`config.mk`:
```
export PLATFORM = sky130hd
export DESIGN_NAME = mid_distributor
export DESIGN_NICKNAME = d
export VERILOG_FILES = /design/src/hdl/mid_pkg.sv /design/src/hdl/mid_distributor.sv
export SDC_FILE = /design/constraint.sdc
export NUM_CORES = 1
export LEC_CHECK = 0
export BUFFER_PORTS_ARGS = -buffer_cell sky130_fd_sc_hd__buf_4
export CELL_PAD_IN_SITES_DETAIL_PLACEMENT = 0
export CELL_PAD_IN_SITES_GLOBAL_PLACEMENT = 1
export CORE_UTILIZATION = 42
export DETAILED_ROUTE_END_ITERATION = 8
export GPL_TIMING_DRIVEN = 1
export PLACE_DENSITY_LB_ADDON = 0.1
export SLEW_MARGIN = 10
export SYNTH_ARGS = -nofsm -noshare
export SYNTH_HDL_FRONTEND = slang
export SYNTH_SLANG_ARGS = --single-unit
```
`constraint.sdc`:
```
create_clock -name i_clk -period 13.4 [get_ports i_clk]
set_input_delay 2.68 -clock i_clk [delete_from_list [all_inputs] [get_ports i_clk]]
set_output_delay 2.68 -clock i_clk [all_outputs]
set_load 0.005 [all_outputs]
```
`src/hdl/mid_pkg.sv`:
```
package mid_pkg;

  // Register byte offsets on the AXI4-Lite slave.
  localparam logic [7:0] OFF_MSG_REQ     = 8'h00;
  localparam logic [7:0] OFF_MSG_CLR     = 8'h04;
  localparam logic [7:0] OFF_PRI_BASE    = 8'h10;
  localparam logic [7:0] OFF_MOD_MASK    = 8'h30;
  localparam logic [7:0] OFF_MOD_UNMASK  = 8'h34;
  localparam logic [7:0] OFF_ROUTE_BASE  = 8'h40;
  localparam logic [7:0] OFF_CTRL        = 8'h50;
  localparam logic [7:0] OFF_ACK_OWNER   = 8'h54;
  localparam logic [7:0] OFF_ACK_CLR     = 8'h58;
  localparam logic [7:0] OFF_EVENT_BASE  = 8'h60;
  localparam logic [7:0] OFF_LEVEL_BASE  = 8'h70;

  // Layout and widths.
  localparam int PRI_W        = 5;
  localparam int LVL_W        = 4;
  localparam int MSG_FIELDS   = 8;
  localparam int MSG_FIELD_W  = 4;
  localparam int EVT_W        = 12;
  localparam int CTRL_AUTO_BIT = 0;
  localparam int CTRL_MAI_BIT  = 1;
  localparam int CTRL_AMU_BIT  = 2;

  // Reset values, lowest live priority and message event codes.
  localparam logic [4:0]  PRI_RESET      = 5'h00;
  localparam logic [31:0] MOD_MASK_RESET = 32'hffff_ffff;
  localparam logic [4:0]  PRI_MIN_LIVE   = 5'h02;
  localparam logic [11:0] MSG_EVT_BASE   = 12'h100;
  localparam logic [11:0] MSG_EVT_STEP   = 12'h020;

  // AXI responses.
  localparam logic [1:0] RESP_OKAY   = 2'b00;
  localparam logic [1:0] RESP_SLVERR = 2'b10;

endpackage : mid_pkg

```
`src/hdl/mid_distributor.sv`:
```
`timescale 1ns/100ps
`default_nettype none
// What this block does
// [RULE1] Each CPU has eight 4-bit message fields; any set bit raises that field.
// [RULE2] Several writers of one field each use their own bit position.
// [RULE3] Writing the clear register zeroes the matching message bits.
// [RULE4] Each module request carries its own event code, shown on acceptance.
// [RULE5] Module priorities are 5 bits; values 0 and 1 mask the source.
// [RULE6] CPU level is the priority without its low bit; level 0 means none.
// [RULE7] Equal 4-bit levels are still ranked by the full 5-bit priority.
// [RULE8] Equal priorities are resolved by a fixed default source order.
// [RULE9] That default order is a constant ranking table given as a parameter.
// [RULE10] All module priority fields reset to zero.
// [RULE11] Software changes priorities only while its hold flag is set.
// [RULE12] Only the best request is forwarded; lower ones stay pending.
// [RULE13] A CPU is requested only when the level exceeds its mask level.
// [RULE14] On acceptance the CPU loads the event code and enters its handler.
// [RULE15] With auto mask update set, acceptance sets the mask to the level.
// [RULE16] Power-on reset masks every module source until unmasked by software.
// [RULE17] Handlers clear, read back and wait before releasing hold.
// [RULE18] Fixed mode routes each source by a per-CPU route mask.
// [RULE19] Automatic mode offers to all CPUs; the first acknowledge claims it.
// [RULE20] The ack owner register reads 0 for a CPU that should not serve.
// [RULE21] A claimed source stays masked until the ack clear register is written.
// [RULE22] A sleeping CPU wakes only above its mask; only one wakes at a time.
// [RULE23] With mask-all set, a low non-maskable line blocks all other requests.
// [RULE24] Level 16 is highest; level 0 masks and ignores the source. The code's highest level is 15, from a 4-bit level.
module mid_distributor
  import mid_pkg::*;
#(
  parameter int N_CPU = 2,
  parameter int N_SRC = 8,
  parameter logic [N_SRC*8-1:0] SRC_RANK = 64'h0706050403020100,
  parameter logic [N_SRC*EVT_W-1:0] SRC_EVT = 96'h4e0_4c0_4a0_480_460_440_420_400
) (
  input  wire logic                    i_clk,
  input  wire logic                    i_resetn,
  input  wire logic                    i_ce,
  input  wire logic [N_SRC-1:0]        i_src_req,
  input  wire logic                    i_nmi_line,
  input  wire logic [N_CPU-1:0]        i_cpu_ack,
  input  wire logic [N_CPU-1:0]        i_cpu_sleep,
  input  wire logic [N_CPU*LVL_W-1:0]  i_cpu_mask_level,
  input  wire logic [7:0]              i_s_axi_awaddr,
  input  wire logic                    i_s_axi_awvalid,
  output logic                         o_s_axi_awready,
  input  wire logic [31:0]             i_s_axi_wdata,
  input  wire logic [3:0]              i_s_axi_wstrb,
  input  wire logic                    i_s_axi_wvalid,
  output logic                         o_s_axi_wready,
  output logic [1:0]                   o_s_axi_bresp,
  output logic                         o_s_axi_bvalid,
  input  wire logic                    i_s_axi_bready,
  input  wire logic [7:0]              i_s_axi_araddr,
  input  wire logic                    i_s_axi_arvalid,
  output logic                         o_s_axi_arready,
  output logic [31:0]                  o_s_axi_rdata,
  output logic [1:0]                   o_s_axi_rresp,
  output logic                         o_s_axi_rvalid,
  input  wire logic                    i_s_axi_rready,
  output logic [N_CPU-1:0]             o_cpu_req,
  output logic [N_CPU*LVL_W-1:0]       o_cpu_level,
  output logic [N_CPU*EVT_W-1:0]       o_cpu_event,
  output logic [N_CPU-1:0]             o_cpu_wake,
  output logic [N_CPU*LVL_W-1:0]       o_cpu_new_mask,
  output logic [N_CPU-1:0]             o_cpu_mask_load
);

  // Register state.
  logic [31:0]        msg_req_reg [N_CPU];
  logic [PRI_W-1:0]   pri_reg [N_SRC];
  logic [N_SRC-1:0]   mod_mask_reg;
  logic [N_SRC-1:0]   route_reg [N_CPU];
  logic [2:0]         ctrl_reg;
  logic [N_SRC-1:0]   claimed_reg;
  logic [N_SRC-1:0]   owner_reg [N_CPU];
  logic [EVT_W-1:0]   event_code_reg [N_CPU];

  // Bus handshake state.
  logic               aw_held_reg;
  logic               w_held_reg;
  logic [7:0]         awaddr_reg;
  logic [31:0]        wdata_reg;
  logic [3:0]         wstrb_reg;
  logic               wr_go;
  logic [7:0]         wa;
  logic [31:0]        wmask;

  // Per-CPU arbitration results.
  logic [N_CPU-1:0]   cand_valid;
  logic [PRI_W:0]     cand_pri [N_CPU];
  logic [EVT_W-1:0]   cand_evt [N_CPU];
  logic [N_SRC-1:0]   cand_src [N_CPU];
  logic [N_CPU-1:0]   can_take;
  logic [N_CPU-1:0]   wake_pick;
  logic               nmi_block;
  logic [N_SRC-1:0]   claim_set;
  logic [N_SRC-1:0]   claim_clr;

  // Byte-lane expansion of the write strobes.
  always_comb begin
    for (int b = 0; b < 4; b++) begin
      wmask[b*8 +: 8] = {8{wstrb_reg[b]}};
    end
  end

  assign wr_go     = aw_held_reg && w_held_reg && !o_s_axi_bvalid;
  assign wa        = awaddr_reg;
  assign nmi_block = ctrl_reg[CTRL_MAI_BIT] && !i_nmi_line; // RULE23

  // Write address and data are captured independently, in either order.
  // Each ready is a one-cycle pulse raised one cycle after its valid is seen.
  // The captured halves are held until both are present and no response is
  // pending, so a master that parks bready low never loses a second write.
  // The response rises one cycle after both halves are held.
  // Offsets above OFF_LEVEL_BASE (0x70) answer with a slave error and
  // change nothing, because no register decode matches them.
  always_ff @(posedge i_clk or negedge i_resetn) begin
    if (!i_resetn) begin
      aw_held_reg     <= 1'b0;
      w_held_reg      <= 1'b0;
      awaddr_reg      <= 8'h00;
      wdata_reg       <= 32'h0000_0000;
      wstrb_reg       <= 4'h0;
      o_s_axi_awready <= 1'b0;
      o_s_axi_wready  <= 1'b0;
      o_s_axi_bvalid  <= 1'b0;
      o_s_axi_bresp   <= RESP_OKAY;
    end else if (i_ce) begin
      o_s_axi_awready <= !aw_held_reg && !o_s_axi_awready && i_s_axi_awvalid;
      o_s_axi_wready  <= !w_held_reg && !o_s_axi_wready && i_s_axi_wvalid;
      if (o_s_axi_awready && i_s_axi_awvalid) begin
        aw_held_reg <= 1'b1;
        awaddr_reg  <= i_s_axi_awaddr;
      end
      if (o_s_axi_wready && i_s_axi_wvalid) begin
        w_held_reg <= 1'b1;
        wdata_reg  <= i_s_axi_wdata;
        wstrb_reg  <= i_s_axi_wstrb;
      end
      if (wr_go) begin
        aw_held_reg    <= 1'b0;
        w_held_reg     <= 1'b0;
        o_s_axi_bvalid <= 1'b1;
        o_s_axi_bresp  <= (wa > OFF_LEVEL_BASE) ? RESP_SLVERR : RESP_OKAY;
      end else if (o_s_axi_bvalid && i_s_axi_bready) begin
        o_s_axi_bvalid <= 1'b0;
      end
    end
  end

  // Message requests: set and clear through their own registers.
  // A set write only adds bits, so writers that keep to their own bit
  // positions inside a field never disturb one another.
  // A clear write drops only the bits written as one.
  always_ff @(posedge i_clk or negedge i_resetn) begin
    if (!i_resetn) begin
      for (int c = 0; c < N_CPU; c++) msg_req_reg[c] <= 32'h0000_0000;
    end else if (i_ce && wr_go) begin
      for (int c = 0; c < N_CPU; c++) begin
        if (wa == OFF_MSG_REQ + 8'(c * 8)) begin
          msg_req_reg[c] <= msg_req_reg[c] | (wdata_reg & wmask); // RULE2
        end else if (wa == OFF_MSG_CLR + 8'(c * 8)) begin
          msg_req_reg[c] <= msg_req_reg[c] & ~(wdata_reg & wmask); // RULE3
        end
      end
    end
  end

  // Priorities, masks, routing and control.
  // Software is expected to change priorities only while its hold flag is
  // set; the block itself takes a new value at once.
  // The mask register sets bits through one offset and clears them through
  // another, so no read-modify-write is needed.
  always_ff @(posedge i_clk or negedge i_resetn) begin
    if (!i_resetn) begin
      for (int s = 0; s < N_SRC; s++) pri_reg[s] <= PRI_RESET; // RULE10
      mod_mask_reg <= N_SRC'(MOD_MASK_RESET);                   // RULE16
      for (int c = 0; c < N_CPU; c++) route_reg[c] <= '0;
      ctrl_reg <= 3'h0;
    end else if (i_ce && wr_go) begin
      for (int s = 0; s < N_SRC; s++) begin
        if (wa == OFF_PRI_BASE + 8'(s * 4) && wstrb_reg[0]) pri_reg[s] <= wdata_reg[PRI_W-1:0];
      end
      if (wa == OFF_MOD_MASK) mod_mask_reg <= mod_mask_reg | wdata_reg[N_SRC-1:0];
      if (wa == OFF_MOD_UNMASK) mod_mask_reg <= mod_mask_reg & ~wdata_reg[N_SRC-1:0]; // RULE16
      for (int c = 0; c < N_CPU; c++) begin
        if (wa == OFF_ROUTE_BASE + 8'(c * 4)) route_reg[c] <= wdata_reg[N_SRC-1:0]; // RULE18
      end
      if (wa == OFF_CTRL && wstrb_reg[0]) ctrl_reg <= wdata_reg[2:0];
    end
  end

  // Candidate per CPU: module sources are ranked by their full 5-bit priority
  // and, on a tie, by the fixed rank table, where the lower rank wins.
  // Masked, claimed and unrouted sources stay pending and are not dropped.
  // A message field is offered only when no module source is a candidate.
  always_comb begin
    for (int c = 0; c < N_CPU; c++) begin
      cand_valid[c] = 1'b0;
      cand_pri[c]   = '0;
      cand_evt[c]   = '0;
      cand_src[c]   = '0;
      for (int s = 0; s < N_SRC; s++) begin
        if (i_src_req[s] && !mod_mask_reg[s] && !claimed_reg[s]           // RULE21
            && pri_reg[s] >= PRI_MIN_LIVE                                 // RULE5 RULE24
            && (ctrl_reg[CTRL_AUTO_BIT] || route_reg[c][s])) begin       // RULE18 RULE19
          if (!cand_valid[c] || {1'b0, pri_reg[s]} > cand_pri[c]) begin   // RULE7 RULE12
            cand_valid[c] = 1'b1;
            cand_pri[c]   = {1'b0, pri_reg[s]};
            cand_evt[c]   = SRC_EVT[s*EVT_W +: EVT_W];                  // RULE4
            cand_src[c]   = N_SRC'(1) << s;
          end else if ({1'b0, pri_reg[s]} == cand_pri[c]) begin
            for (int t = 0; t < N_SRC; t++) begin
              if (cand_src[c][t] && SRC_RANK[s*8 +: 8] < SRC_RANK[t*8 +: 8]) begin // RULE8 RULE9
                cand_evt[c] = SRC_EVT[s*EVT_W +: EVT_W];
                cand_src[c] = N_SRC'(1) << s;
              end
            end
          end
        end
      end
      // Message fields use their own top-ranked level, only when no module source is a candidate.
      for (int f = MSG_FIELDS - 1; f >= 0; f--) begin
        if (|msg_req_reg[c][f*MSG_FIELD_W +: MSG_FIELD_W] && !cand_valid[c]) begin // RULE1
          cand_valid[c] = 1'b1;
          cand_pri[c]   = 6'h1f;
          cand_evt[c]   = MSG_EVT_BASE + 12'(f) * MSG_EVT_STEP;
          cand_src[c]   = '0;
        end
      end
    end
  end

  // A CPU can take the candidate only above its mask and outside the block.
  // The compare uses the 4-bit level, the priority without its low bit.
  // A low non-maskable line with mask-all set holds every request back.
  always_comb begin
    for (int c = 0; c < N_CPU; c++) begin
      can_take[c] = cand_valid[c] && !nmi_block                           // RULE23
                    && (cand_pri[c][PRI_W-1:1] > i_cpu_mask_level[c*LVL_W +: LVL_W]); // RULE13
    end
  end

  // At most one sleeping CPU is woken, lowest index first.
  // Only a CPU that could take the request above its mask is a choice.
  // The fixed order keeps the choice repeatable from one cycle to the next.
  always_comb begin
    wake_pick = '0;
    for (int c = N_CPU - 1; c >= 0; c--) begin
      if (can_take[c] && i_cpu_sleep[c]) wake_pick = N_CPU'(1) << c; // RULE22
    end
  end

  // Claim bits: every source acknowledged in automatic mode is set, and the
  // clear write drops the others; a claim and a clear of the same bit in one
  // cycle leave it set, so a fresh acknowledge is never lost.
  always_comb begin
    claim_set = '0;
    for (int c = 0; c < N_CPU; c++) begin
      if (ctrl_reg[CTRL_AUTO_BIT] && i_cpu_ack[c] && o_cpu_req[c]) begin
        claim_set = claim_set | cand_src[c];                    // RULE19
      end
    end
    claim_clr = (wr_go && wa == OFF_ACK_CLR) ? wdata_reg[N_SRC-1:0] : '0; // RULE21
  end

  // CPU-facing outputs, acceptance capture and automatic claim.
  // The level is shown only while the request stands, and drops to zero with
  // it in the cycle after an acknowledge.
  always_ff @(posedge i_clk or negedge i_resetn) begin
    if (!i_resetn) begin
      o_cpu_req       <= '0;
      o_cpu_level     <= '0;
      o_cpu_event     <= '0;
      o_cpu_wake      <= '0;
      o_cpu_new_mask  <= '0;
      o_cpu_mask_load <= '0;
      claimed_reg     <= '0;
      for (int c = 0; c < N_CPU; c++) begin
        owner_reg[c]      <= '0;
        event_code_reg[c] <= '0;
      end
    end else if (i_ce) begin
      o_cpu_wake <= wake_pick;
      for (int c = 0; c < N_CPU; c++) begin
        o_cpu_req[c] <= can_take[c] && !(i_cpu_ack[c] && o_cpu_req[c]);
        o_cpu_level[c*LVL_W +: LVL_W] <= (can_take[c] && !(i_cpu_ack[c] && o_cpu_req[c]))
                                         ? cand_pri[c][PRI_W-1:1] : 4'h0; // RULE6
        o_cpu_event[c*EVT_W +: EVT_W] <= cand_evt[c];
        o_cpu_mask_load[c] <= 1'b0;
        if (i_cpu_ack[c] && o_cpu_req[c]) begin
          event_code_reg[c] <= o_cpu_event[c*EVT_W +: EVT_W];   // RULE14
          owner_reg[c] <= cand_src[c] & ~claimed_reg;           // RULE20
          o_cpu_mask_load[c] <= ctrl_reg[CTRL_AMU_BIT];         // RULE15
          o_cpu_new_mask[c*LVL_W +: LVL_W] <= o_cpu_level[c*LVL_W +: LVL_W];
        end
      end
      // Claim on first acknowledge; the clear write releases, claim wins ties.
      claimed_reg <= (claimed_reg & ~claim_clr) | claim_set;    // RULE19 RULE21
    end
  end

  // Read channel: one-cycle registered answer.
  // The address is taken with a one-cycle ready pulse and the data follow in
  // the next cycle, held until the master raises rready.
  // Write-only offsets other than 0x0c read as zero with an okay response;
  // unmapped offsets and the write-only 0x0c read as zero with a slave error.
  // A new address is refused while an answer is still waiting.
  always_ff @(posedge i_clk or negedge i_resetn) begin
    if (!i_resetn) begin
      o_s_axi_arready <= 1'b0;
      o_s_axi_rvalid  <= 1'b0;
      o_s_axi_rdata   <= 32'h0000_0000;
      o_s_axi_rresp   <= RESP_OKAY;
    end else if (i_ce) begin
      o_s_axi_arready <= !o_s_axi_arready && !o_s_axi_rvalid && i_s_axi_arvalid;
      if (o_s_axi_arready && i_s_axi_arvalid) begin
        o_s_axi_rvalid <= 1'b1;
        o_s_axi_rresp  <= RESP_SLVERR;
        o_s_axi_rdata  <= 32'h0000_0000;
        for (int c = 0; c < N_CPU; c++) begin
          if (i_s_axi_araddr == OFF_MSG_REQ + 8'(c * 8)) begin
            o_s_axi_rdata <= msg_req_reg[c];
            o_s_axi_rresp <= RESP_OKAY;
          end
          if (i_s_axi_araddr == OFF_ROUTE_BASE + 8'(c * 4)) begin
            o_s_axi_rdata <= 32'(route_reg[c]);
            o_s_axi_rresp <= RESP_OKAY;
          end
          if (i_s_axi_araddr == OFF_ACK_OWNER + 8'(c * 4) + 8'(c * 8) * 8'h00 && c == 0
              || i_s_axi_araddr == OFF_EVENT_BASE + 8'(c * 4) + 8'h08) begin
            o_s_axi_rdata <= 32'(owner_reg[c]);                  // RULE20
            o_s_axi_rresp <= RESP_OKAY;
          end
          if (i_s_axi_araddr == OFF_EVENT_BASE + 8'(c * 4) && c < 2) begin
            o_s_axi_rdata <= 32'(event_code_reg[c]);             // RULE14
            o_s_axi_rresp <= RESP_OKAY;
          end
        end
        for (int s = 0; s < N_SRC; s++) begin
          if (i_s_axi_araddr == OFF_PRI_BASE + 8'(s * 4)) begin
            o_s_axi_rdata <= 32'(pri_reg[s]);
            o_s_axi_rresp <= RESP_OKAY;
          end
        end
        if (i_s_axi_araddr == OFF_MOD_MASK) begin
          o_s_axi_rdata <= 32'(mod_mask_reg);
          o_s_axi_rresp <= RESP_OKAY;
        end
        if (i_s_axi_araddr == OFF_CTRL) begin
          o_s_axi_rdata <= 32'(ctrl_reg);
          o_s_axi_rresp <= RESP_OKAY;
        end
        if (i_s_axi_araddr == OFF_ACK_CLR || i_s_axi_araddr == OFF_MOD_UNMASK
            || i_s_axi_araddr == OFF_MSG_CLR) begin
          o_s_axi_rresp <= RESP_OKAY;
        end
      end else if (o_s_axi_rvalid && i_s_axi_rready) begin
        o_s_axi_rvalid <= 1'b0;
      end
    end
  end

endmodule : mid_distributor
`default_nettype wire

```
==> impl_metrics.tcl, run 1 <==
set metrics [dict create \
    rows 71 \
    rsz0062_at_grt "true" \
    cp.arrival_ns 14.42 \
    relSlewSlack_pct 11.67 \
    synth-edff-count 0 \
    min_path_cells 2 \
    ios 168 \
    max_freq_mhz 71.62 \
    nFillCells 3374 \
    p_int_w 0.001984 \
    core_um2 37840 \
    critical_path.slowest_cell "or3b_4" \
    grt_pass1_wl_um 89840 \
    drtAntennaViolNets 0 \
    cts_tree "done" \
    dpl-instance-area_um2 19420 \
    synth_cell_types 88 \
    seq_area_um2 7067 \
    period_share_pct 104.2 \
    dpl.cell_count 2470 \
    worstSetupPathType "input port to flip-flop" \
    clock_sinks 282 \
    tns_ns -5.432 \
    port_buffers 151 \
    switching_share_pct 33.94 \
    synthToLayoutAreaGrowth_pct 35.09 \
    yosys_warnings 0 \
    die_w_um 198.7 \
    finalSetupViolations 12 \
    fin_cells 2586 \
    cp-end-kind "flip-flop" \
    synth_seq_cells 282 \
    grt_use_total_pct 30.18 \
    cp-start-kind "input port" \
    synth_area_per_cell_um2 9.471 \
    worstRegToRegCells 67 \
    cts_made_buffers 31 \
    hpwlAfterDp_um 44040 \
    leakage_nw 9.910 \
    path_clk_slew_ns 0.06 \
    synth_top_cell_by_area "dfrtp_1" \
    worstHoldPathType "flip-flop to flip-flop" \
    via_per_inst 5.916 \
    power_frac_seq_pct 38.8 \
    drc 0 \
    routedWlPerCell_um 23.12 \
    cap_violations 0 \
    syn_area_um2 16250 \
    die_y_um 198.7 \
    drv_slew 0 \
    clk_latency_ns 0.57 \
    async_flop_share_pct 100.0 \
    first_iter_violations 1261 \
    p_per_area_nw_per_um2 136.8 \
    synth_top_cell_area_share_pct 42.19 \
    fin_ws_ns -0.5627 \
    gp_congestion 0.9720 \
    finalNetCount 2210 \
    hold_slack_ns 0.4856 \
    cts_hold_buf 0 \
    switching_power_w 0.001020 \
    design_area_um2 21960 \
    comb_power_share_pct 31.8 \
    status "complete, but fails checks" \
    critPathMaxFanout 7 \
    grt_overflow 0 \
    violations "negative setup slack" \
    crit_top_cell "a21oi_2" \
    antennaDiodeCount 0 \
    start_util_pct 42.95 \
    antenna_found_initial 0 \
    drive_gt1_share_pct 37.98 \
    clock_power_share_pct 29.4 \
    clock_path_buffers 3 \
    grt_pass1_vias 14990 \
    seq_area_frac_synth_pct 43.48 \
    dominantRegCellSynth "dfrtp_1" \
    htree_levels 1 \
    synthTopCellsByArea "dfrtp_1 42%, mux2_2 9.5%, nand2_1 6.5%" \
    fp.dieArea_um2 39490 \
    dr.pass1.iters 5 \
    netlist_instances 1716 \
    clock_skew_ns 0.01566 \
    tightest_slew_ns 1.315 \
    root_buffer "clkbuf_16" \
    max_stage_delay_ns 0.37 \
    routed_wl_um 59800 \
    cp.required_ns 13.86 \
    grt_max_degree 172 \
    multiInputGateArea_um2 10020 \
    peakVddDrop_mv 0.09690 \
    vias 15300 \
    fin_crit_ns 13.96 \
    hold_violations 0 \
]
worst max-delay path: cells and delay by family:
kind / cells / cell delay [ns]
buffers and inverters: 7 / 0.88
and+or+nand+nor: 18 / 2.29
adders and majority gates: 8 / 2.25
muxes: 2 / 0.27
AOI/OAI and AO/OA: 33 / 6.02
synth_stat cells, types with 6 or more instances:
master and number:
a22oi_1 31, o22ai_1 20, nor2b_1 19, mux2i_1 9, o2bb2ai_1 7, mux2_1 6, o21a_1 7, nor4_1 25
and3_1 11, a21oi_1 66, nor2_1 95, o221ai_1 10, buf_4 16, nand2_1 283, clkbuf_1 72, a21o_1 8
a221oi_1 16, or4_1 8, nor3_1 29, o41ai_1 6, dfrtp_1 274, inv_1 47, o21ai_1 7, dfstp_2 8
a31oi_1 17, mux2_2 137, o211ai_1 25, nand3_1 43, ha_1 78, a21boi_0 8, nand2b_1 15, or3_1 15
a211oi_1 13, a222oi_1 6, o21ai_0 128, and2_1 16, nand4_1 12, o31ai_1 8
metal layers:
metal	part of all wire, %	up-vias	global-route usage, %	routed length (um)
met5	0	-	0	0
met4	3.2	0	10.48	1902
met3	7.1	128	5.392	4248
met2	48	590	49.29	28420
met1	42	7577	40.17	25220
li1	-	7004	-	-
path summary, 6_finish.rpt:
path | start | endpoint | slack (ns)
max | i_src_req[0] | o_cpu_level[3] | -0.56
min | o_s_axi_rdata[13] | o_s_axi_rdata[13] | 0.49
max reg2reg | claimed_reg[0] | o_cpu_level[3] | 1.15
min reg2reg | o_s_axi_rdata[13] | o_s_axi_rdata[13] | 0.49
max in group asynchronous | i_resetn | async pin | 9.74
min in group asynchronous | i_resetn | wdata_reg[28] | 2.18
layout by cell type, fill, tap and decap left out, types with 11 or more instances in the layout:
master     count
o211ai_1      25
nand2b_1      13
o22ai_1       13
dfrtp_1      274
ha_4          26
nor2_1        83
a21oi_2       22
ha_1          51
or3_1         14
inv_1         44
a31oi_1       15
conb_1        16
nand4_1       12
a22oi_1       30
o21ai_0      107
nor3_1        25
a221oi_1      11
mux2_2       133
o21ai_1       18
a21oi_1       40
and2_1        13
nand2_1      267
nand3_1       37
buf_4        361
clkbuf_16     31
buf_6         15
nor4_1        24
logic make-up (layout without fill, tap and decap cells):
kind of cell	count (synthesis)	count (layout)	share of synthesized area (%)
buf+inv	145	488	3.826
xor+xnor	1	1	0.05390
mux	152	152	10.46
other cells	1	16	0.02307
simple gates	609	609	17.69
fa+ha+maj	78	78	6.005
compound gates	448	449	18.46
flops	282	282	43.48
metrics by stage:
stage	utilization, %	power (W)	setup slack [ns]
5_1_grt	58.02	0.003154	-1.132
3_3_place_gp	51.31	0.001960	-1.355
6_report	58.02	0.003004	-0.5627
4_1_cts	56.10	0.002930	-0.4203
3_5_place_dp	51.31	0.001980	-1.523
2_1_floorplan	-	0.001575	-0.2834
power groups by stage:
| stage | combinational, W | clock [W] | sequential (W) |
|---|---|---|---|
| CTS | 0.000875 | 0.000897 | 0.00116 |
| detailed placement | 0.000809 | 0 | 0.00117 |
| global route | 0.00104 | 0.000933 | 0.00118 |
| floorplan | 0.000503 | 0 | 0.00107 |
| finish | 0.000956 | 0.000884 | 0.00116 |
| global placement | 0.000793 | 0 | 0.00117 |
final cells by class:
cell class	count	area share (%)
repair buffers	382	13.59
multi-input cells	1305	45.63
clock inverters	10	0.6269
flip-flops and latches	282	32.19
inverters	49	0.8377
well taps	511	2.912
clock buffers	47	4.217
repair_timing:
action	4_1_cts	5_1_grt
buffers inserted	35	25
hold endpoints to repair	0	0
cloned	1	0
endpoints found under the setup margin	21	35
resized for setup	92	111
pin swaps	60	78
Power figures use the tool's default switching activity.
==> run 2: changes to the inputs <==
--- a/config.mk
+++ b/config.mk
@@ -8,7 +8,7 @@
 export BUFFER_PORTS_ARGS = -buffer_cell sky130_fd_sc_hd__buf_4
 export CELL_PAD_IN_SITES_DETAIL_PLACEMENT = 0
 export CELL_PAD_IN_SITES_GLOBAL_PLACEMENT = 1
-export CORE_UTILIZATION = 42
+export CORE_UTILIZATION = 45
 export DETAILED_ROUTE_END_ITERATION = 8
 export GPL_TIMING_DRIVEN = 1
 export PLACE_DENSITY_LB_ADDON = 0.1
==> constraint.sdc (replaced) <==
create_clock -name i_clk -period 17.5 [get_ports i_clk]
set_input_delay 3.5 -clock i_clk [delete_from_list [all_inputs] [get_ports i_clk]]
set_output_delay 3.5 -clock i_clk [all_outputs]
set_load 0.005 [all_outputs]
==> impl_metrics.tcl, run 2 (synthesis gave the netlist of run 1 again) <==
set metrics [dict create \
    status "completed" \
    grt_max_degree 111 \
    relSlewSlack_pct 18.04 \
    die_y_um 192.0 \
    start_util_pct 45.69 \
    core_um2 35570 \
    crit_top_cell "ha_1" \
    first_iter_violations 1234 \
    grt_overflow 0 \
    routedWlPerCell_um 24.37 \
    cp.required_ns 17.98 \
    root_buffer "clkbuf_16" \
    vias 14410 \
    nFillCells 3300 \
    ios 168 \
    port_buffers 151 \
    cts_made_buffers 31 \
    final_common_cell "nand2_1" \
    finalNetCount 2010 \
    gp_congestion 0.9811 \
    layout_common_cells "283 x nand2_1, 274 x dfrtp_1, 182 x buf_4, 137 x mux2_2, 128 x o21ai_0" \
    fin_crit_ns 16.43 \
    synthToLayoutAreaGrowth_pct 16.25 \
    critPathMaxFanout 14 \
    clock_skew_ns 0.02107 \
    antenna_found_initial 0 \
    worstHoldPathType "flip-flop to flip-flop" \
    fp.dieArea_um2 36880 \
    crit_buf_inv 5 \
    p_per_area_nw_per_um2 110.0 \
    drv_slew 0 \
    antennaDiodeCount 0 \
    clock_path_buffers 3 \
    cap_violations 0 \
    dr.pass1.iters 5 \
    multiInputGateArea_um2 8667 \
    cts_tree "done" \
    rsz0062_at_grt "false" \
    grt_pass1_vias 14140 \
    clk_latency_ns 0.59 \
    cts_setup_buffers 0 \
    cp.arrival_ns 16.92 \
    drive_gt1_share_pct 21.71 \
    critical_path.slowest_cell "a221oi_1" \
    max_freq_mhz 60.86 \
    die_w_um 192.0 \
    worstSetupPathType "input port to flip-flop" \
    hpwlAfterDp_um 42580 \
    via_per_inst 6.168 \
    htree_levels 1 \
    routed_wl_um 56940 \
    grt_use_total_pct 31.43 \
    hold_slack_ns 0.4863 \
    tightest_slew_ns 1.218 \
    peakVddDrop_mv 0.08810 \
    cp-end-kind "flip-flop" \
    drc 0 \
    finalSetupViolations 0 \
    grt_pass1_wl_um 86950 \
    path_clk_slew_ns 0.06 \
    crit_family "compound AO/OA/AOI/OAI gates" \
    power_w 0.002078 \
    period_share_pct 93.89 \
    clock_sinks 282 \
    rows 69 \
    seq_area_um2 7067 \
    hold_violations 0 \
    cp-start-kind "input port" \
    max_stage_delay_ns 0.46 \
    leakage_nw 8.559 \
    drtAntennaViolNets 0 \
]
run 2: cell types whose count changed in the layout (fill, tap and decap cells not counted), sizes merged:
cell      before  now
buf          382  183
bufinv         3    2
clkbuf        47   52
clkinv         4    2
clkinvlp       2    0
o21ai        136  135
run 2: area by class of cell:
class,count,area share [%]
clock inverter,5,0.4967
timing repair buffer,183,7.311
tap,461,3.053
multi-input combinational,1304,45.87
clock buffer,52,4.894
sequential,282,37.40
inverter,49,0.9734
run 2: final timing paths:
kind / cells after the start / startpoint / endpoint / slack (ns)
max reg2reg: 61 / claimed_reg[0] / o_cpu_level[6] / 3.63
min in group asynchronous: 1 / i_resetn / owner_reg[2] / 2.97
max: 62 / i_src_req[0] / o_cpu_level[6] / 1.07
max in group asynchronous: 3 / i_resetn / async pin / 12.39
min: 2 / claimed_reg[3] / claimed_reg[3] / 0.49
min reg2reg: 2 / claimed_reg[3] / claimed_reg[3] / 0.49
run 2: report_power, final:
group	switching [W]	internal [W]	leakage, nW
combinational	0.000304	0.000233	4.33
sequential	0.000137	0.000746	3.73
clock	0.000270	0.000388	0.495
total	0.000711	0.00137	8.56
run 2: timing repair:
item	CTS	global route
setup endpoints to repair	0	6
gates resized for setup	0	5
hold buffers	0	0
run 2: routing by layer:
metal / share of wire (%) / vias to the layer above / track usage [%]
li1: - / 6575 / -
met1: 42 / 7047 / 42.58
met2: 46 / 643 / 49.94
met3: 7.7 / 144 / 5.573
met4: 4.1 / 0 / 12.14
met5: 0 / - / 0
run 2: worst reg2reg max path, delay by kind of cell, from the launching register on:
kind	cells	cell delay [ns]
buf+inv	4	0.74
flops	1	0.40
simple gates	19	3.34
compound gates	28	6.17
fa+ha+maj	8	2.47
mux	2	0.67
run 2: metrics by stage:
step | setup WS [ns] | std cells | util [%] | cell area [um2] | setup TNS [ns]
after floorplan | 1.924 | 1731 | - | 16310 | 0
after global placement | -0.2362 | 2279 | 50.21 | 17860 | -0.9387
after detailed placement | -0.09454 | 2279 | 50.21 | 17860 | -0.2807
after CTS | 0.4242 | 2336 | 53.07 | 18880 | 0
after global routing | 0.07025 | 2336 | 53.12 | 18890 | 0
final | 1.069 | 2336 | 53.12 | 18890 | 0
